==> src/core/acc_regs.svh <==
/*
  Register indices, field positions, reset values and timing counts of
  the converter control block. Assumes inclusion by bare name.
*/
`ifndef ACC_REGS_SVH
`define ACC_REGS_SVH

// Register indices; byte address is four times the index
`define ACC_IDX_SC 6'h3C
`define ACC_IDX_HI 6'h3D
`define ACC_IDX_LO 6'h3E
`define ACC_IDX_CK 6'h3F
`define ACC_IDX_EVST 6'h30
`define ACC_IDX_EVMSK 6'h31

// Status/control fields
`define ACC_SC_DONE 7
`define ACC_SC_IRQEN 6
`define ACC_SC_CONT 5
`define ACC_SC_CHAN_HI 4
`define ACC_SC_RST 8'h1F

// Clock configuration fields
`define ACC_CK_ASYNC 0
`define ACC_CK_RST 8'h00

// Event status bits
`define ACC_EV_DONE 0
`define ACC_EV_STOP 1
`define ACC_EV_W 2

// Conversion length in bus clocks
`define ACC_CONV_CYCLES 23

`endif

==> src/core/acc_pkg.sv <==
/*
  Types of the converter control block.
  Assumes nothing of its surroundings.
*/
package acc_pkg;

  typedef logic [9:0] acc_result_t;

  typedef struct packed {
    logic done;
    logic irq_en;
    logic cont_en;
    logic [4:0] chan;
  } acc_sc_s;

  typedef enum logic [1:0] {
    ACC_IDLE = 2'b01,
    ACC_CONV = 2'b10
  } acc_state_e;

endpackage

==> src/core/acc_conv_seq.sv <==
/*
  Conversion sequencer: times one conversion and latches the sample.
  Assumes the analog core holds sample_i valid at the end of a conversion.
*/
`timescale 1ns/10ps
module acc_conv_seq import acc_pkg::*; #(
  parameter int CONV_CYCLES = 23
) (
  // Clock and reset
  input wire logic clk,
  input wire logic arst_n,
  // Control
  input wire logic start,
  input wire logic abort,
  // Analog side
  input wire acc_result_t sample_i,
  // Status
  output logic busy,
  output logic done,
  output acc_result_t result
);

  localparam int CW = $clog2(CONV_CYCLES + 1);
  localparam logic [CW-1:0] LAST = CW'(CONV_CYCLES - 1);

  acc_state_e state_reg, state_next;
  logic [CW-1:0] cnt_reg, cnt_next;
  acc_result_t result_reg;

  assign busy = state_reg == ACC_CONV;
  assign done = busy && cnt_reg == '0;
  assign result = result_reg;

  // Start wins over abort and over completion
  always_comb begin
    state_next = state_reg;
    cnt_next = cnt_reg;
    if (start) begin
      state_next = ACC_CONV;
      cnt_next = LAST;
    end else if (abort || done) begin
      state_next = ACC_IDLE;
    end else if (busy) begin
      cnt_next = cnt_reg - 1'b1;
    end
  end

  always_ff @(posedge clk or negedge arst_n) begin
    if (!arst_n) begin
      state_reg <= ACC_IDLE;
      cnt_reg <= '0;
      result_reg <= '0;
    end else begin
      state_reg <= state_next;
      cnt_reg <= cnt_next;
      if (done) begin
        result_reg <= sample_i;
      end
    end
  end

endmodule

==> src/core/acc_irq.sv <==
/*
  Sticky event status with mask and one level interrupt.
  Assumes a read strobe of the status register lasts one cycle.
*/
`timescale 1ns/10ps
module acc_irq #(
  parameter int W = 2
) (
  // Clock and reset
  input wire logic clk,
  input wire logic arst_n,
  // Events and register access
  input wire logic [W-1:0] ev,
  input wire logic rd_clr,
  input wire logic wr_mask,
  input wire logic [W-1:0] mask_d,
  // Status
  output logic [W-1:0] status,
  output logic [W-1:0] mask,
  output logic irq
);

  logic [W-1:0] status_reg, mask_reg;
  wire [W-1:0] status_next = (status_reg & ~{W{rd_clr}}) | ev;

  assign status = status_reg;
  assign mask = mask_reg;
  assign irq = |(status_reg & mask_reg);

  always_ff @(posedge clk or negedge arst_n) begin
    if (!arst_n) begin
      status_reg <= '0;
      mask_reg <= '0;
    end else begin
      status_reg <= status_next;
      if (wr_mask) begin
        mask_reg <= mask_d;
      end
    end
  end

endmodule

==> src/core/acc_top.sv <==
/*
  Converter control block: status/control, clock configuration and result
  registers behind a classic Wishbone slave, with conversion sequencing.
  Assumes one bus clock, synchronous pin inputs and an analog core that
  presents a sample on sample_i.
*/
// The Wishbone interface to the registers and the placing of the registers were left to the implementer.
// Contract
// - Any status/control write aborts and restarts conversion unless channel is all ones.
// - Status/control: done bit7, irq enable bit6, continuous bit5, channel 4:0; reset 0x1F.
// - Done flag is read-only, set by hardware at every conversion end.
// - Done flag clears on status/control write or low result read.
// - With irq enable set, each conversion end raises the interrupt request.
// - Interrupt request drops on result read or status/control write; irq_o stays high while any event status bit set in the mask stays set.
// - Continuous mode converts back to back, updating results each time.
// - Continuous stops on reset, clock config write, status write, unprotected stop.
// - After stop-mode halt, only a new status/control write restarts conversion.
// - Write with continuous set and valid channel aborts and starts continuous.
// - Result split: high holds bits 9:8 with zeros above, low bits 7:0.
`timescale 1ns/10ps
`include "acc_regs.svh"
module acc_top import acc_pkg::*; #(
  parameter int CONV_CYCLES = `ACC_CONV_CYCLES
) (
  // Clock and reset
  input wire logic clk,
  input wire logic arst_n,
  // Wishbone slave
  input wire logic wb_cyc_i,
  input wire logic wb_stb_i,
  input wire logic wb_we_i,
  input wire logic [7:0] wb_adr_i,
  input wire logic [3:0] wb_sel_i,
  input wire logic [31:0] wb_dat_i,
  output logic [31:0] wb_dat_o,
  output logic wb_ack_o,
  // System
  input wire logic stop_mode_i,
  output logic irq_o,
  // Analog core
  input wire acc_result_t sample_i,
  output logic [4:0] channel_o,
  output logic converting_o
);

  acc_sc_s sc_reg, sc_next;
  logic [7:0] ck_reg;
  logic cont_reg, cont_next;
  logic req_reg, req_next;
  logic stop_prev_reg;
  logic ack_reg;
  logic [31:0] dat_reg;
  logic conv_done, conv_busy;
  acc_result_t result;
  logic [`ACC_EV_W-1:0] ev_status, ev_mask;
  logic ev_irq;

  function automatic logic chan_off(input logic [4:0] c);
    return &c;
  endfunction

  // Bus decode
  wire bus_req = wb_cyc_i & wb_stb_i;
  wire bus_do = bus_req & ack_reg;
  wire [5:0] idx = wb_adr_i[7:2];
  wire hit_sc = idx == `ACC_IDX_SC;
  wire hit_hi = idx == `ACC_IDX_HI;
  wire hit_lo = idx == `ACC_IDX_LO;
  wire hit_ck = idx == `ACC_IDX_CK;
  wire hit_st = idx == `ACC_IDX_EVST;
  wire hit_mk = idx == `ACC_IDX_EVMSK;
  wire wr_en = bus_do & wb_we_i & wb_sel_i[0];
  wire rd_en = bus_do & ~wb_we_i;
  wire wr_sc = wr_en & hit_sc;
  wire wr_ck = wr_en & hit_ck;
  wire rd_lo = rd_en & hit_lo;
  wire rd_res = rd_en & (hit_lo | hit_hi);
  wire [7:0] wdat = wb_dat_i[7:0];
  wire w_off = chan_off(wdat[`ACC_SC_CHAN_HI:0]);

  // Sequencing
  wire stop_entry = stop_mode_i & ~stop_prev_reg & ~ck_reg[`ACC_CK_ASYNC];
  wire auto_start = conv_done & cont_reg & ~wr_sc & ~wr_ck & ~stop_entry;
  wire wr_start = wr_sc & ~w_off;
  wire conv_start = wr_start | auto_start;
  wire conv_abort = wr_sc | stop_entry;
  wire halt_ev = stop_entry & (cont_reg | conv_busy);

  // Read mux
  wire [7:0] rd_byte = hit_sc ? sc_reg :
    hit_hi ? {6'h00, result[9:8]} :
    hit_lo ? result[7:0] :
    hit_ck ? ck_reg :
    hit_st ? {{(8 - `ACC_EV_W){1'b0}}, ev_status} :
    hit_mk ? {{(8 - `ACC_EV_W){1'b0}}, ev_mask} : 8'h00;

  always_comb begin
    sc_next = sc_reg;
    if (wr_sc) begin
      sc_next = acc_sc_s'(wdat);
    end
    sc_next.done = conv_done | (sc_reg.done & ~wr_sc & ~rd_lo);
  end

  assign cont_next = wr_sc ? (wdat[`ACC_SC_CONT] & ~w_off) :
    (wr_ck | stop_entry) ? 1'b0 : cont_reg;
  assign req_next = (conv_done & sc_reg.irq_en) | (req_reg & ~wr_sc & ~rd_res);

  always_ff @(posedge clk or negedge arst_n) begin
    if (!arst_n) begin
      sc_reg <= acc_sc_s'(`ACC_SC_RST);
      ck_reg <= `ACC_CK_RST;
      cont_reg <= 1'b0;
      req_reg <= 1'b0;
      stop_prev_reg <= 1'b0;
    end else begin
      sc_reg <= sc_next;
      cont_reg <= cont_next;
      req_reg <= req_next;
      stop_prev_reg <= stop_mode_i;
      if (wr_ck) begin
        ck_reg <= wdat;
      end
    end
  end

  always_ff @(posedge clk or negedge arst_n) begin
    if (!arst_n) begin
      ack_reg <= 1'b0;
      dat_reg <= 32'h0000_0000;
    end else begin
      ack_reg <= bus_req & ~ack_reg;
      if (bus_req & ~ack_reg) begin
        dat_reg <= {24'h00_0000, rd_byte};
      end
    end
  end

  acc_conv_seq #(
    .CONV_CYCLES(CONV_CYCLES)
  ) u_seq (
    .clk(clk),
    .arst_n(arst_n),
    .start(conv_start),
    .abort(conv_abort),
    .sample_i(sample_i),
    .busy(conv_busy),
    .done(conv_done),
    .result(result)
  );

  acc_irq #(
    .W(`ACC_EV_W)
  ) u_irq (
    .clk(clk),
    .arst_n(arst_n),
    .ev({halt_ev, conv_done}),
    .rd_clr(rd_en & hit_st),
    .wr_mask(wr_en & hit_mk),
    .mask_d(wdat[`ACC_EV_W-1:0]),
    .status(ev_status),
    .mask(ev_mask),
    .irq(ev_irq)
  );

  assign wb_ack_o = ack_reg;
  assign wb_dat_o = dat_reg;
  assign irq_o = req_reg | ev_irq;
  assign channel_o = sc_reg.chan;
  assign converting_o = conv_busy;
endmodule

==> config.mk <==
export PLATFORM = sky130hd
export DESIGN_NAME = acc_top
export DESIGN_NICKNAME = d
export VERILOG_FILES = /design/src/core/acc_pkg.sv /design/src/core/acc_conv_seq.sv /design/src/core/acc_irq.sv /design/src/core/acc_top.sv
export VERILOG_INCLUDE_DIRS = /design/src /design/src/core
export SDC_FILE = /design/constraint.sdc
export NUM_CORES = 1
export LEC_CHECK = 0
export BUFFER_PORTS_ARGS = -buffer_cell sky130_fd_sc_hd__buf_2
export CAP_MARGIN = 0
export CELL_PAD_IN_SITES_DETAIL_PLACEMENT = 1
export CELL_PAD_IN_SITES_GLOBAL_PLACEMENT = 2
export CORE_UTILIZATION = 33
export CTS_BUF_LIST = sky130_fd_sc_hd__clkbuf_8
export DETAILED_ROUTE_END_ITERATION = 10
export HOLD_SLACK_MARGIN = 0.05
export PLACE_DENSITY = 0.87
export SYNTH_ARGS = -nofsm -noshare
export SYNTH_HDL_FRONTEND = slang
export SYNTH_HIERARCHICAL = 1
export SYNTH_SLANG_ARGS = --single-unit
==> constraint.sdc <==
create_clock -name clk -period 4.8 [get_ports clk]
set_input_delay 1.2 -clock clk [delete_from_list [all_inputs] [get_ports clk]]
set_output_delay 1.2 -clock clk [all_outputs]
set_load 0.05 [all_outputs]
==> results by group <==
Floorplan
  – FP Rows: 32
  – Starting density of the core: between 30 and 40%
  – Core Area: 7767 sq um
  – Die width: about 90 um
  – Ports: 100
  – Die Ht: between 90 and 100 um
  – Full die area: about 8500 sq um

Clocking
  – Postcts setup bufs: 0
  – CTS H-tree lvls: 2
  – CTS Buffer Depth: 2
  – CTS tree: built
  – Clock transition at path regs: about 0.09 ns
  – Cts-stage hold buffer count: 0
  – Clock sink count: 49
  – Worst skew pair latency: roughly 0.3 ns
  – Post_cts resized: 0
  – Clock Tree Root: clkbuf_8
  – CTS buffer count: 5

Setup path
  – Setup crit end kind: flip-flop
  – Req. time, crit path: ~5 ns
  – Worst EP arrival: between 3 and 4 ns
  – Worst-path fanout max: 10
  – Crit path kind: in -> reg
  – Startpoint Class: input port

Cells and area
  – Non-filler cells in the finished layout: approximately 380
  – Multi-input gate area: between 1000 and 1500 sq um
  – Largest register FFs: 10
  – Ant diodes: 0
  – # fillers: between 900 and 1k
  – Nets@finish: ~340
  – Area grow syn2layout: 10.87%
  – Post-route cell area: 2960 sq um
  – Reg area: roughly 1200 sq um
  – Layout cells sized above 1: between 30 and 40%

Yosys
  – Main area contributors after synthesis: dfrtp_1 (40%), mux2_2 (9.3%), buf_4 (8.2%)
  – Most used DFF post-synth: dfrtp_1
  – Asr flop ratio synth: 100.0%
  – Register bit total from synthesis: 49
  – Yosys cell types: 54
  – Post-Syn Area per Cell: 11.31 sq um
  – Synth warn: 6
  – Cell taking the most area after synthesis: dfrtp_1
  – Number of enable flip-flop cells after synthesis: 0
  – Synth Instances: around 240
  – Most common cell in the netlist: dfrtp_1
  – Synth top cells by count: dfrtp_1 (43), buf_4 (29), mux2_2 (22)
  – Post-synth top area share: just over 40%
  – Mapped Area: 2670 sq um
  – Register area share after synthesis: 46.20%

Route
  – Initial DRC Count: 66
  – TritonRoute pass-1 iters: 4
  – WL per Instance: 15.39 um
  – Drt drc: 0
  – Vias per std cell: just under 5
  – Routed WL: 5817 um
  – Routed vias: approximately 1.9k
  – Number of routed nets with antenna violations: 0

GRT
  – First-pass GRT wire length: 9473 um
  – GRT Overall Usage: 14.48%
  – Vias in the first global route: approximately 1.9k
  – GRT overflow: 0
  – Largest net degree at the start of global routing: 50
  – Initial antenna violation count: 0

Pwr
  – Final Power: ~830 uW
  – Leakage: around 0.0015 uW
  – Worst VDD drop: approximately 0.11 mV
  – Power Density: between 200 and 300 nW/um^2

Hold path
  – Min-delay worst type: reg -> reg

Timing
  – Slew headroom: a little over a quarter
  – Final clock skew: between 0.01 and 0.015 ns
  – Slew @ Worst Pin: 1.091 ns
  – RSZ-0062 raised after global routing: no
  – Hold Vio Cnt, Final: 0
  – Endpoints failing setup: 0
  – Max Fclk: around 350 MHz
  – Min Tclk post-route: ~2.8 ns
  – Period Utilization, post-route: 59.34%
  – Min setup slack post-route: 1.952 ns
  – Slew Viols, Final: 0
  – Setup tns final: 0 ns

Placement
  – Port bufs: 46
  – Cell Area, Placed: between 2000 and 3000 sq um
  – DP HPWL: about 4300 um
  – Pre-CTS WS: between 1.5 and 2 ns
  – GPL Wtd Cong: approximately 0.74
  – Dpl cells: 370

Outcome
  – Status: completed

Job
  – Max_cap viols: 0
power breakdown:
| group | switching, uW | internal (uW) | total [uW] |
|---|---|---|---|
| sequential | 4.94 | 421 | 426 |
| clock | 138 | 154 | 293 |
| combinational | 84.5 | 27.7 | 112 |
cell usage in the layout (no fill, tap or decap), types with 3 or more instances in the layout:
master     n
nor2b_1    3
nand2_1   10
buf_2     46
a21oi_1    7
conb_1    24
clkbuf_8   5
dfrtp_1   43
nor2_1     8
mux2_4    11
o21ai_0   10
nor3_1     4
and3_1     5
inv_1     10
a22oi_1    6
mux2_2    22
nand3_1    5
a21o_1     7
dfstp_2    6
metrics by stage:
step / hold WS (ns) / utilization, %
floorplan: 0.4553 / -
global placement: 0.4602 / 36.68
detailed placement: 0.4707 / 36.68
CTS: 0.4919 / 38.11
global route: 0.5008 / 38.11
finish: 0.4835 / 38.11
routing by layer:
layer / vias up / GRT usage [%] / part of all wire (%)
met3: 7 / 2.736 / 3.7
met5: - / 0 / 0
met2: 50 / 24.50 / 51
li1: 873 / - / -
met4: 0 / 4.688 / 1.4
met1: 931 / 18.59 / 44
worst paths after layout:
check / start / to / slack (ns) / cells past startpoint
worst min-delay path: wb_dat_o[7] / wb_dat_o[7] / 0.48 / 2
max in group asynchronous: arst_n / sc_reg[5] / 3.03 / 1
worst max register to register: u_seq/cnt_reg[0] / u_seq/cnt_reg[2] / 2.65 / 7
worst max-delay path: wb_adr_i[5] / u_seq/cnt_reg[2] / 1.95 / 7
min in group asynchronous: arst_n / u_seq/cnt_reg[3] / 1.08 / 1
worst min register to register: wb_dat_o[7] / wb_dat_o[7] / 0.48 / 2
worst max-delay path: stages:
cell	delay [ns]
buf_2	0.12
and4_1	0.33
nand4b_2	0.34
nand2_1	0.16
nor3b_2	0.39
a21boi_0	0.15
a311o_1	0.33
layout make-up:
class	instances	area share (%)
flip-flops and latches	49	41.67
multi-input cells	162	40.87
repair buffers	47	8.030
well taps	102	4.311
clock buffers	5	2.325
clock inverters	3	1.437
inverters	10	1.352
kinds of logic (layout without fill, tap and decap cells):
group	count (synthesis)	in the layout	synth area share [%]
DFF	49	49	46.20
buffers and inverters	48	65	11.72
other	1	24	0.1404
muxes	34	34	15.84
adders and majority gates	1	1	0.4685
and+or+nand+nor	54	54	13.17
AOI/OAI and AO/OA	49	49	12.46
No activity file was read; power rests on OpenSTA's default activity.
